==> src/wpu_pkg.sv <==
package wpu_pkg;

	localparam int NUM_WP    = 4;
	localparam int NUM_THR   = 8;
	localparam int THR_W     = 3;
	localparam int ADDR_W    = 10;

	// Register indices; byte address is four times the index
	localparam logic [7:0] IDX_DADDR_A  = 8'h50;
	localparam logic [7:0] IDX_DADDR_B  = 8'h60;
	localparam logic [7:0] IDX_DCTL     = 8'h70;
	localparam logic [7:0] IDX_RMASK    = 8'h80;
	localparam logic [7:0] IDX_RVALUE   = 8'h90;
	localparam logic [7:0] IDX_RCTL     = 8'h9C;
	localparam logic [7:0] IDX_IRQ_TYPE = 8'h15;
	localparam logic [7:0] IDX_IRQ_DATA = 8'h16;
	localparam logic [7:0] IDX_IRQ_STAT = 8'h17;

	// Control word fields
	localparam int CTL_THR_LSB  = 16;
	localparam int CTL_THR_MSB  = 23;
	localparam int CTL_LOAD_BIT = 2;
	localparam int CTL_MODE_BIT = 1;
	localparam int CTL_EN_BIT   = 0;

	// Interrupt type fields
	localparam int TYPE_NUM_LSB   = 16;
	localparam int TYPE_NUM_MSB   = 17;
	localparam int TYPE_THR_LSB   = 8;
	localparam int TYPE_THR_MSB   = 15;
	localparam int TYPE_CAUSE_MSB = 2;
	localparam int STAT_PEND_BIT  = 0;

	localparam logic [2:0]  CAUSE_NONE   = 3'h0;
	localparam logic [2:0]  CAUSE_DATA   = 3'h4;
	localparam logic [2:0]  CAUSE_RES    = 3'h5;
	localparam logic [31:0] RST_WORD     = 32'h0000_0000;
	localparam logic [7:0]  RST_THREADS  = 8'h00;

	typedef struct packed {
		logic [NUM_THR-1:0] threads;
		logic               load;
		logic               either;
		logic               en;
	} wpu_dctl_t;

	typedef struct packed {
		logic [NUM_THR-1:0] threads;
		logic               cond_b;
		logic               en;
	} wpu_rctl_t;

	typedef struct packed {
		logic             valid;
		logic             load;
		logic [THR_W-1:0] thread;
		logic [31:0]      addr;
	} wpu_mem_op_t;

	typedef struct packed {
		logic             valid;
		logic [THR_W-1:0] thread;
		logic [31:0]      rid;
	} wpu_res_op_t;

	typedef struct packed {
		logic             we;
		logic             re;
		logic [ADDR_W-1:0] addr;
		logic [31:0]      wdata;
	} wpu_bus_req_t;

	typedef struct packed {
		logic [NUM_WP-1:0][31:0] addr_a;
		logic [NUM_WP-1:0][31:0] addr_b;
		wpu_dctl_t [NUM_WP-1:0]  dctl;
		logic [NUM_WP-1:0][31:0] rmask;
		logic [NUM_WP-1:0][31:0] rvalue;
		wpu_rctl_t [NUM_WP-1:0]  rctl;
		logic [2:0]              cause;
		logic [1:0]              wp_num;
		logic [7:0]              thread;
		logic [31:0]             data;
		logic                    pending;
		logic [31:0]             rdata;
	} wpu_state_t;

endpackage : wpu_pkg

==> src/wpu_data_match.sv <==
`timescale 1ns/1ps

module wpu_data_match #(
	parameter int NUM = 4
) (
	input  wire logic [NUM-1:0][31:0]        i_addr_a,
	input  wire logic [NUM-1:0][31:0]        i_addr_b,
	input  wpu_pkg::wpu_dctl_t [NUM-1:0]     i_ctl,
	input  wpu_pkg::wpu_mem_op_t             i_op,
	output logic [NUM-1:0]                   o_hit
);

	always_comb begin
		logic cond_a;
		logic cond_b;
		logic kind_ok;
		cond_a  = 1'b0;
		cond_b  = 1'b0;
		kind_ok = 1'b0;
		for (int i = 0; i < NUM; i++) begin
			// A: at or above first address, B: at or below second
			cond_a  = i_op.addr >= i_addr_a[i];
			cond_b  = i_op.addr <= i_addr_b[i];
			kind_ok = i_ctl[i].load ? i_op.load : !i_op.load;
			o_hit[i] = i_op.valid && i_ctl[i].en
				&& i_ctl[i].threads[i_op.thread]
				&& kind_ok
				&& (i_ctl[i].either ? (cond_a || cond_b) : (cond_a && cond_b));
		end
	end

endmodule : wpu_data_match

==> src/wpu_res_match.sv <==
`timescale 1ns/1ps

module wpu_res_match #(
	parameter int NUM = 4
) (
	input  wire logic [NUM-1:0][31:0]        i_mask,
	input  wire logic [NUM-1:0][31:0]        i_value,
	input  wpu_pkg::wpu_rctl_t [NUM-1:0]     i_ctl,
	input  wpu_pkg::wpu_res_op_t             i_op,
	output logic [NUM-1:0]                   o_hit
);

	always_comb begin
		logic equal;
		equal = 1'b0;
		for (int i = 0; i < NUM; i++) begin
			equal = (i_op.rid & i_mask[i]) == i_value[i];
			o_hit[i] = i_op.valid && i_ctl[i].en
				&& i_ctl[i].threads[i_op.thread]
				&& (i_ctl[i].cond_b ? !equal : equal);
		end
	end

endmodule : wpu_res_match

==> src/wpu_top.sv <==
// Design decision made here: the address-and-strobe port.
`timescale 1ns/1ps

//
// Contract
// - Four 32-bit first-address registers from index 0x50, one per data watch.
// - Four 32-bit second-address registers from index 0x60, one per data watch.
// - Four data control words from index 0x70; bits 31:24 and 15:3 reserved.
// - Data control bits 23:16 are a per-thread enable mask, reset zero.
// - Data control bit 2 set makes the watch trigger on loads; resets zero.
// - Data control bit 1: zero needs A and B, one needs A or B.
// - Data control bit 0 enables the data watch; resets zero.
// - Four 32-bit resource mask registers from index 0x80.
// - Four 32-bit resource value registers from index 0x90.
// - Four resource control words from index 0x9C; bits 31:24, 15:2 reserved.
// - Resource control bits 23:16 are a per-thread enable mask, reset zero.
// - Resource control bit 1: zero breaks on A, one breaks on B.
// - Resource control bit 0 enables the resource watch; resets zero.
// - A hit raises the debug interrupt; cause 4 for data, 5 for resource.
// - Data hit captures effective address; resource hit captures resource id.
// - Triggering watch number kept in two bits; any data hit wins over a resource hit, then lowest number wins.
// - Number of the triggering thread kept in an eight-bit field.
module wpu_top #(
	parameter int NUM_WP = wpu_pkg::NUM_WP
) (
	input  wire logic                        i_ref_clk,
	input  wire logic                        i_rst,
	input  wire logic [wpu_pkg::ADDR_W-1:0]  i_addr,
	input  wire logic [31:0]                 i_wdata,
	input  wire logic                        i_we,
	input  wire logic                        i_re,
	output logic [31:0]                      o_rdata,
	input  wpu_pkg::wpu_mem_op_t             i_mem_op,
	input  wpu_pkg::wpu_res_op_t             i_res_op,
	output logic                             o_dbg_irq
);

	wpu_pkg::wpu_state_t          s_q;
	wpu_pkg::wpu_state_t          s_d;
	logic [wpu_pkg::NUM_WP-1:0]   dhit;
	logic [wpu_pkg::NUM_WP-1:0]   rhit;

	// Index falls within a group of four consecutive registers
	function automatic logic in_group(input logic [7:0] idx, input logic [7:0] base);
		logic [7:0] top;
		top = base + 8'h03;
		return (idx >= base) && (idx <= top);
	endfunction : in_group

	// Lowest set bit of a hit vector
	function automatic logic [1:0] lowest(input logic [wpu_pkg::NUM_WP-1:0] v);
		logic [1:0] n;
		logic       found;
		n     = 2'h0;
		found = 1'b0;
		for (int i = 0; i < wpu_pkg::NUM_WP; i++) begin
			if (v[i] && !found) begin
				n     = i[1:0];
				found = 1'b1;
			end
		end
		return n;
	endfunction : lowest

	function automatic logic [31:0] dctl_word(input wpu_pkg::wpu_dctl_t c);
		logic [31:0] w;
		w = 32'h0000_0000;
		w[wpu_pkg::CTL_THR_MSB:wpu_pkg::CTL_THR_LSB] = c.threads;
		w[wpu_pkg::CTL_LOAD_BIT] = c.load;
		w[wpu_pkg::CTL_MODE_BIT] = c.either;
		w[wpu_pkg::CTL_EN_BIT]   = c.en;
		return w;
	endfunction : dctl_word

	function automatic logic [31:0] rctl_word(input wpu_pkg::wpu_rctl_t c);
		logic [31:0] w;
		w = 32'h0000_0000;
		w[wpu_pkg::CTL_THR_MSB:wpu_pkg::CTL_THR_LSB] = c.threads;
		w[wpu_pkg::CTL_MODE_BIT] = c.cond_b;
		w[wpu_pkg::CTL_EN_BIT]   = c.en;
		return w;
	endfunction : rctl_word

	wpu_data_match #(
		.NUM      (wpu_pkg::NUM_WP)
	) u_data (
		.i_addr_a (s_q.addr_a),
		.i_addr_b (s_q.addr_b),
		.i_ctl    (s_q.dctl),
		.i_op     (i_mem_op),
		.o_hit    (dhit)
	);

	wpu_res_match #(
		.NUM      (wpu_pkg::NUM_WP)
	) u_res (
		.i_mask   (s_q.rmask),
		.i_value  (s_q.rvalue),
		.i_ctl    (s_q.rctl),
		.i_op     (i_res_op),
		.o_hit    (rhit)
	);

	always_comb begin
		logic [7:0] idx;
		logic       aligned;
		logic [1:0] k;
		logic       clr;
		s_d      = s_q;
		s_d.rdata = 32'h0000_0000;
		idx      = i_addr[9:2];
		aligned  = i_addr[1:0] == 2'h0;
		k        = idx[1:0];
		clr      = 1'b0;

		if (i_we && aligned) begin
			if (in_group(idx, wpu_pkg::IDX_DADDR_A)) begin
				s_d.addr_a[k] = i_wdata;
			end else if (in_group(idx, wpu_pkg::IDX_DADDR_B)) begin
				s_d.addr_b[k] = i_wdata;
			end else if (in_group(idx, wpu_pkg::IDX_DCTL)) begin
				// Only defined bits are stored
				s_d.dctl[k].threads = i_wdata[wpu_pkg::CTL_THR_MSB:wpu_pkg::CTL_THR_LSB];
				s_d.dctl[k].load    = i_wdata[wpu_pkg::CTL_LOAD_BIT];
				s_d.dctl[k].either  = i_wdata[wpu_pkg::CTL_MODE_BIT];
				s_d.dctl[k].en      = i_wdata[wpu_pkg::CTL_EN_BIT];
			end else if (in_group(idx, wpu_pkg::IDX_RMASK)) begin
				s_d.rmask[k] = i_wdata;
			end else if (in_group(idx, wpu_pkg::IDX_RVALUE)) begin
				s_d.rvalue[k] = i_wdata;
			end else if (in_group(idx, wpu_pkg::IDX_RCTL)) begin
				s_d.rctl[k].threads = i_wdata[wpu_pkg::CTL_THR_MSB:wpu_pkg::CTL_THR_LSB];
				s_d.rctl[k].cond_b  = i_wdata[wpu_pkg::CTL_MODE_BIT];
				s_d.rctl[k].en      = i_wdata[wpu_pkg::CTL_EN_BIT];
			end else if (idx == wpu_pkg::IDX_IRQ_TYPE) begin
				s_d.wp_num = i_wdata[wpu_pkg::TYPE_NUM_MSB:wpu_pkg::TYPE_NUM_LSB];
				s_d.thread = i_wdata[wpu_pkg::TYPE_THR_MSB:wpu_pkg::TYPE_THR_LSB];
				s_d.cause  = i_wdata[wpu_pkg::TYPE_CAUSE_MSB:0];
			end else if (idx == wpu_pkg::IDX_IRQ_DATA) begin
				s_d.data = i_wdata;
			end else if (idx == wpu_pkg::IDX_IRQ_STAT) begin
				clr = i_wdata[wpu_pkg::STAT_PEND_BIT];
			end
		end

		if (i_re && aligned) begin
			if (in_group(idx, wpu_pkg::IDX_DADDR_A)) begin
				s_d.rdata = s_q.addr_a[k];
			end else if (in_group(idx, wpu_pkg::IDX_DADDR_B)) begin
				s_d.rdata = s_q.addr_b[k];
			end else if (in_group(idx, wpu_pkg::IDX_DCTL)) begin
				s_d.rdata = dctl_word(s_q.dctl[k]);
			end else if (in_group(idx, wpu_pkg::IDX_RMASK)) begin
				s_d.rdata = s_q.rmask[k];
			end else if (in_group(idx, wpu_pkg::IDX_RVALUE)) begin
				s_d.rdata = s_q.rvalue[k];
			end else if (in_group(idx, wpu_pkg::IDX_RCTL)) begin
				s_d.rdata = rctl_word(s_q.rctl[k]);
			end else if (idx == wpu_pkg::IDX_IRQ_TYPE) begin
				s_d.rdata[wpu_pkg::TYPE_NUM_MSB:wpu_pkg::TYPE_NUM_LSB] = s_q.wp_num;
				s_d.rdata[wpu_pkg::TYPE_THR_MSB:wpu_pkg::TYPE_THR_LSB] = s_q.thread;
				s_d.rdata[wpu_pkg::TYPE_CAUSE_MSB:0] = s_q.cause;
			end else if (idx == wpu_pkg::IDX_IRQ_DATA) begin
				s_d.rdata = s_q.data;
			end else if (idx == wpu_pkg::IDX_IRQ_STAT) begin
				s_d.rdata[wpu_pkg::STAT_PEND_BIT] = s_q.pending;
			end
		end

		if (clr) begin
			s_d.pending = 1'b0;
		end

		// First hit is held until software clears pending; a hit wins over a clear
		if ((|dhit || |rhit) && (!s_q.pending || clr)) begin
			s_d.pending = 1'b1;
			if (|dhit) begin
				s_d.cause  = wpu_pkg::CAUSE_DATA;
				s_d.wp_num = lowest(dhit);
				s_d.thread = {5'h00, i_mem_op.thread};
				s_d.data   = i_mem_op.addr;
			end else begin
				s_d.cause  = wpu_pkg::CAUSE_RES;
				s_d.wp_num = lowest(rhit);
				s_d.thread = {5'h00, i_res_op.thread};
				s_d.data   = i_res_op.rid;
			end
		end
	end

	always_ff @(posedge i_ref_clk or posedge i_rst) begin
		if (i_rst) begin
			s_q <= '0;
			for (int i = 0; i < wpu_pkg::NUM_WP; i++) begin
				s_q.dctl[i].threads <= wpu_pkg::RST_THREADS;
				s_q.rctl[i].threads <= wpu_pkg::RST_THREADS;
				s_q.addr_a[i]       <= wpu_pkg::RST_WORD;
			end
			s_q.cause <= wpu_pkg::CAUSE_NONE;
		end else begin
			s_q <= s_d;
		end
	end

	assign o_rdata   = s_q.rdata;
	assign o_dbg_irq = s_q.pending;

endmodule : wpu_top

==> config.mk <==
export PLATFORM = sky130hd
export DESIGN_NAME = wpu_top
export DESIGN_NICKNAME = d
export VERILOG_FILES = /design/src/wpu_pkg.sv /design/src/wpu_data_match.sv /design/src/wpu_res_match.sv /design/src/wpu_top.sv
export SDC_FILE = /design/constraint.sdc
export NUM_CORES = 2
export LEC_CHECK = 0
export BUFFER_PORTS_ARGS = -buffer_cell sky130_fd_sc_hd__buf_2
export CAP_MARGIN = 25
export CORE_MARGIN = 5
export CORE_UTILIZATION = 50
export CTS_BUF_LIST = sky130_fd_sc_hd__clkbuf_16
export DETAILED_ROUTE_END_ITERATION = 6
export PLACE_DENSITY = 0.68
export SKIP_CTS_REPAIR_TIMING = 1
export SYNTH_ARGS = -nofsm -noshare
export SYNTH_HDL_FRONTEND = slang
export SYNTH_SLANG_ARGS = --single-unit
==> constraint.sdc <==
create_clock -name i_ref_clk -period 24.7 [get_ports i_ref_clk]
set_clock_uncertainty 0.15 [all_clocks]
set_input_delay 3.705 -clock i_ref_clk [delete_from_list [all_inputs] [get_ports i_ref_clk]]
set_output_delay 3.705 -clock i_ref_clk [all_outputs]
set_load 0.01 [all_outputs]
# Yosys cells after proc, flatten, opt, wreduce, memory -nomap -nowiden
# Index checks and enable logic that the tools add are counted.
# W data, S select, Z words.
[classes]
order_cmp = 24
eq_ne = 14
mux = 128
bitwise = 9
reduce_logical = 81
[ops]
columns = ["cell", "count"]
rows = [
  ["$bwmux W128", 4],
  ["$mux W32", 14],
  ["$mux W45", 7],
  ["$bmux W32 S2", 4],
  ["$bwmux W44", 4],
  ["$and A32 B32 Y32", 4],
  ["$eq A32 B32 Y1", 4],
  ["$ge A32 B32 Y1", 4],
  ["$le A32 B32 Y1", 4],
  ["$bwmux W40", 3],
  ["$demux W11 S2", 4],
  ["$demux W32 S2", 1],
  ["$demux W10 S2", 3],
  ["$mux W1", 55],
  ["$logic_and A1 B1 Y1", 48],
  ["$mux W46", 1],
  ["$mux W43", 1],
  ["$mux W31", 1],
  ["$mux W10", 3],
  ["$bmux W1 S3", 8],
  ["$eq A8 B5 Y1 const B", 3],
  ["$ge A8 B7 Y1 const B", 3],
  ["$ge A8 B8 Y1 const B", 3],
  ["$le A8 B7 Y1 const B", 3],
  ["other kinds (27)", 67],
]
[totals]
reg_bits = 674
input_bits = 119
output_inout_bits = 33
elab_cells = 306

# Longest topological paths before layout
[depth]
depth_word = 29
depth_mapped = 15
mapped_depth_nobuf = 12

# By module
# From an unflattened synthesis, not the netlist that was laid out.
[hier_totals]
hier_cells = 3404
area_unflattened_um2 = 40477.6
[modules_own_cells]
columns = ["module", "instances", "cells_per_inst", "area_per_inst_um2", "seq_area_each_um2"]
rows = [
  ["wpu_top", 1, 2099, 30971.0, 16866.2],
  ["wpu_data_match", 1, 922, 6732.7, 0.0],
  ["wpu_res_match", 1, 383, 2773.9, 0.0],
]

# Worst setup path before layout
# Ideal clock, no wire load.
[synth_path]
path_type = "input port to flip-flop"
start = "input port i_mem_op[0] in the netlist's numbering"
end = "register s_q[77] in the netlist's numbering"
setup_ps = 127
arrival_time_ps = 6305
required_time_ps = 24423
slack_ps = 18118
stages = 15
cell_sequence = "inv_1 ha_1 nand2b_4 a2111oi_4 nor4_2 a2111oi_4 o2111ai_1 maj3_2 nand2_2 and3_1 buf_6 a21boi_4 buf_12 buf_6 nand3b_1"
[synth_via]
elab_chain_len = 9
word_cells_on_any_way = 37
cone_classes = "8 x order compare; 6 x eq/ne; 5 x mux; 18 x reduce/logical"
[synth_lines]
columns = ["item", "line_no", "source"]
rows = [
  ["start, declared", "wpu_top.sv:33", "input wpu_pkg::wpu_mem_op_t i_mem_op,"],
  ["$ge A32 B32 Y1 / $le A32 B32 Y1 (equally long branches)", "wpu_data_match.sv:22, wpu_data_match.sv:23", ""],
  ["$logic_and A1 B1 Y1 / $logic_or A1 B1 Y1 (equally long branches)", "wpu_data_match.sv:28", "&& (i_ctl[i].either ? (cond_a || cond_b) : (cond_a && cond_b));"],
  ["$mux W1", "wpu_data_match.sv:28", ""],
  ["$logic_and A1 B1 Y1", "wpu_data_match.sv:28", ""],
  ["$reduce_or A4 Y1 *", "wpu_top.sv:175", "if ((|dhit || |rhit) && (!s_q.pending || clr)) begin"],
  ["$logic_or A1 B1 Y1 *", "wpu_top.sv:175", ""],
  ["$logic_and A1 B1 Y1 *", "wpu_top.sv:175", ""],
  ["$ne A2 B1 Y1 (no source line) / $reduce_bool A2 Y1 (equally long branches)", "--", ""],
  ["$reduce_and A8 Y1 (no source line)", "--", ""],
  ["end, declared", "wpu_top.sv:38", "wpu_pkg::wpu_state_t s_q;"],
]
# Every way passes the cells marked *; elsewhere a longest branch is shown, timed or not.
# A chain may end at the register's enable or synchronous reset.

# Worst setup path after layout
[layout_path]
start = "input port i_res_op[22] in the netlist's numbering"
end = "register s_q[42] in the netlist's numbering"
[layout_via]
elab_chain_len = 10
word_cells_on_any_way = 34
cone_classes = "11 x eq/ne; 5 x mux; 4 x bitwise; 14 x reduce/logical"
[layout_lines]
columns = ["item", "line_no", "source"]
rows = [
  ["start, declared", "wpu_top.sv:34", "input wpu_pkg::wpu_res_op_t i_res_op,"],
  ["$and A32 B32 Y32", "wpu_res_match.sv:17", "equal = (i_op.rid & i_mask[i]) == i_value[i];"],
  ["$eq A32 B32 Y1", "wpu_res_match.sv:17", ""],
  ["$logic_not A1 Y1", "wpu_res_match.sv:20", "&& (i_ctl[i].cond_b ? !equal : equal);"],
  ["$mux W1", "wpu_res_match.sv:20", ""],
  ["$logic_and A1 B1 Y1", "wpu_res_match.sv:20", ""],
  ["$reduce_or A4 Y1 *", "wpu_top.sv:175", ""],
  ["$logic_or A1 B1 Y1 *", "wpu_top.sv:175", ""],
  ["$logic_and A1 B1 Y1 *", "wpu_top.sv:175", ""],
  ["$ne A2 B1 Y1 (no source line) / $reduce_bool A2 Y1 (equally long branches)", "--", ""],
  ["$reduce_and A9 Y1 (no source line)", "--", ""],
]
# Marked as above.

==> impl_metrics.env <==
export IMPL_avgRoutedWirePerCell_um=28.7
export IMPL_worst_ep_arrival_time_ps=7800
export IMPL_end_kind="flip-flop"
export IMPL_track_usage_pct=30.2
export IMPL_postRouteWirelength_mm=131
export IMPL_critical_path_required_ps=25100
export IMPL_yosysUniqueCellTypes=67
export IMPL_finish_net_count=3832
export IMPL_chipHeight_um=292
export IMPL_grt_pass1_wl_mm=194
export IMPL_area_growth_syn_to_layout_pct=10.2
export IMPL_worst_stage_delay_on_the_critical_path_ps=650
export IMPL_worst_hold_path_num_cells=1
export IMPL_worst_r2r_path_depth=13
export IMPL_overflow_left_after_global_routing=0
export IMPL_synth_largest_area_cell="sky130_fd_sc_hd__dfrtp_1"
export IMPL_ctsHtreeMaxLevel=3
export IMPL_detailed_place_area_mm2=0.0412
export IMPL_power_share_switching_pct=26.3
export IMPL_hold_viol=0
export IMPL_stdcell_area_mm2=0.0438
export IMPL_synth_cell_area_mm2=0.0398
export IMPL_synth_top_cells_by_area="sky130_fd_sc_hd__dfrtp_1, sky130_fd_sc_hd__mux2_2, sky130_fd_sc_hd__mux4_2"
export IMPL_tritoncts_clock_tree="built"
export IMPL_num_vias=29200
export IMPL_reported_net_switching_power_mw=0.660
export IMPL_clock_tree_sinks=674
export IMPL_drt_pass1_iterations=7
export IMPL_yosysWarnings=0
export IMPL_timing_max_transition_violations_final=0
export IMPL_cap_viol_max_count=0
export IMPL_post_drt_via_cell_ratio=6.38
export IMPL_clockPowerShare_pct=45.2
export IMPL_critical_path_slowest_cell="sky130_fd_sc_hd__nor4_1"
export IMPL_finalPower_mw=2.51
export IMPL_final_period_minus_worst_setup_slack_ps=7400
export IMPL_seq_area_mm2=0.0169
export IMPL_die_ar_mm2=0.0853
export IMPL_p_per_area_mw_per_mm2=57.2
export IMPL_ys_dominant_reg_cell="sky130_fd_sc_hd__dfrtp_1"
export IMPL_fin_crit_sh_pct=29.9
export IMPL_timing_final_setup_violations=0
export IMPL_clk_pin_slew_ps=60
export IMPL_synth_avg_cell_area_um2=11.7
export IMPL_detailedRoute_firstIterationViolations=3519
export IMPL_synth_ff_latch_count=674
export IMPL_synth_net_count=3777
export IMPL_fillerInstances=6720
export IMPL_number_of_enable_flip_flop_cells_after_synthesis=0
export IMPL_sequentialPowerShare_pct=45.3
export IMPL_clk_insertion_delay_late_ps=640
export IMPL_fmaxAchievable_ghz=0.135
export IMPL_share_of_final_layout_standard_cells_stronger_than_drive_strength_1_pct=29.2
export IMPL_total_number_of_placement_rows=103
export IMPL_ios=152
export IMPL_yosys_area_top_type_share_pct=42.4
export IMPL_first_global_vias=28800
export IMPL_globalplace_congestion=0.971
export IMPL_worst_path_max_fanout=45
export IMPL_synth_async_reset_ratio_pct=100
export IMPL_netlist_instances=3402
export IMPL_drcViolationCount=3
export IMPL_start_util_pct=50.4
export IMPL_clock_tree_buffer_depth=3
export IMPL_power_leakage_nw=20.7
export IMPL_clk_root_buffer_cell="sky130_fd_sc_hd__clkbuf_16"
export IMPL_hp_class="flip-flop to flip-flop"
export IMPL_timing_critical_path_cells="buf_2, a21boi_0, a211oi_1, nand4_1, nor4_1, xnor2_1, nor3_1, nor2_1, and3_2, a21boi_4, buf_4, mux2i_1"
export IMPL_cp_start_kind="primary input"
export IMPL_portBuffers=151
export IMPL_synth_seq_area_share_pct=42.4
export IMPL_multi_input_comb_area_mm2=0.0210
export IMPL_coreArea_mm2=0.0789
export IMPL_timing_setup_critical_path_class="primary input to flip-flop"
export IMPL_violations="DRC"
export IMPL_comb_power_share_pct=9.5
export IMPL_grt_start_max_net_pins=163
export IMPL_grt_setup_unrepaired="false"
export IMPL_die_span_in_x_um=292
export IMPL_numCtsBuffers=77
export IMPL_tightestPinTransition_ps=1030
export IMPL_hpwlAfterDp_mm=93.6
export IMPL_ir_worst_vdd_mv=0.0522
export IMPL_antenna_nets_post_route=0
export IMPL_fin_worst_hold_slack_ps=355
export IMPL_outcome="finished, violations left"
export IMPL_cell_internal_pwr_mw=1.85
export IMPL_tns_ps=0
export IMPL_initial_antenna_violation_count=13
export IMPL_worst_slew_margin_relative_to_its_limit_pct=29.8
area by class of cell:
| type | instances | share of cell area, % |
|---|---|---|
| well taps | 1050 | 3.00 |
| multi-input cells | 2245 | 47.8 |
| diodes | 8 | 0.0457 |
| clock inverters | 64 | 1.24 |
| inverters | 259 | 2.24 |
| repair buffers | 200 | 2.80 |
| clock buffers | 77 | 4.40 |
| flip-flops and latches | 674 | 38.5 |
synthesized netlist by cell type (all sizes together) (19+ instances only):
cell type and instances:
nor4 31, nand3 52, and3 35, nor3 21, o21ai 148, nor2 63, a211oi 31, buf 102
a222oi 25, inv 259, ha 256, xnor2 70, clkbuf 122, mux4 165, mux2 530, nand2 269
dfrtp 674, a21o 37, a21oi 167, mux2i 125, a21boi 19, nand4 57
per-stage QoR:
stage,cells,worst slack (ps),util [%]
detailed placement,4422,16790,52.3
finish,4577,17300,55.6
CTS,4563,17480,55.4
global route,4570,17190,55.6
floorplan,3402,1950,-
global placement,4418,16860,52.2
final timing paths:
kind                              start       end  slack [ps]
setup / recovery           i_res_op[22]   s_q[42]       17300
hold / removal                 s_q[657]  s_q[657]         360
setup reg to reg               s_q[457]   s_q[42]       20220
hold reg to reg                s_q[657]  s_q[657]         360
max in group asynchronous         i_rst  s_q[250]       18800
min in group asynchronous         i_rst  s_q[603]        3000
metal layers:
metal  track usage [%]  vias up  wire, um
li1                  -    12500         -
met2              46.4     1454     58900
met5                 0        -       103
met4              12.5       10      6720
met3              7.12      318     12700
met1              41.5    14900     52600
power by group through the flow:
stage                     Combinational (mW)  Clock (mW)  Sequential (mW)
final                                  0.237        1.13             1.14
after global routing                   0.256        1.19             1.14
after CTS                              0.234        1.15             1.14
after detailed placement               0.233           0             1.16
after global placement                 0.230           0             1.16
after floorplan                        0.139           0             1.15
worst max-delay path: cells and delay by family:
kind                   cells  cell delay [ps]
XOR/XNOR                   1              140
AND/OR/NAND/NOR            5             1830
AO/OA/AOI/OAI              3              910
multiplexers               1              270
buffers and inverters      2              900
state kept, by name, indices dropped and copies added (netlist names):
register	count
o_dbg_irq	1
o_rdata	32
s_q	641
kinds of logic (layout without fill, tap and decap cells):
group	count (synthesis)	in the layout	share of synthesized area [%]
adder cells (fa/ha/maj)	257	257	8.08
buffers and inverters	483	600	5.15
XOR/XNOR	70	70	1.54
multiplexers	820	820	27.5
AND/OR/NAND/NOR	590	590	7.24
AO/OA/AOI/OAI	508	508	8.05
other	0	8	0
flip-flops	674	674	42.4
layout by cell type (no fill, tap or decap), types with 70 or more instances in the layout:
| cell type | instances |
|---|---|
| sky130_fd_sc_hd__a21oi_1 | 167 |
| sky130_fd_sc_hd__buf_2 | 149 |
| sky130_fd_sc_hd__clkbuf_16 | 77 |
| sky130_fd_sc_hd__dfrtp_1 | 674 |
| sky130_fd_sc_hd__ha_1 | 256 |
| sky130_fd_sc_hd__inv_1 | 270 |
| sky130_fd_sc_hd__mux2_2 | 521 |
| sky130_fd_sc_hd__mux2i_1 | 125 |
| sky130_fd_sc_hd__mux4_2 | 165 |
| sky130_fd_sc_hd__nand2_1 | 261 |
| sky130_fd_sc_hd__o21ai_0 | 148 |
| sky130_fd_sc_hd__xnor2_1 | 70 |
(Power assumes the default switching activity.)
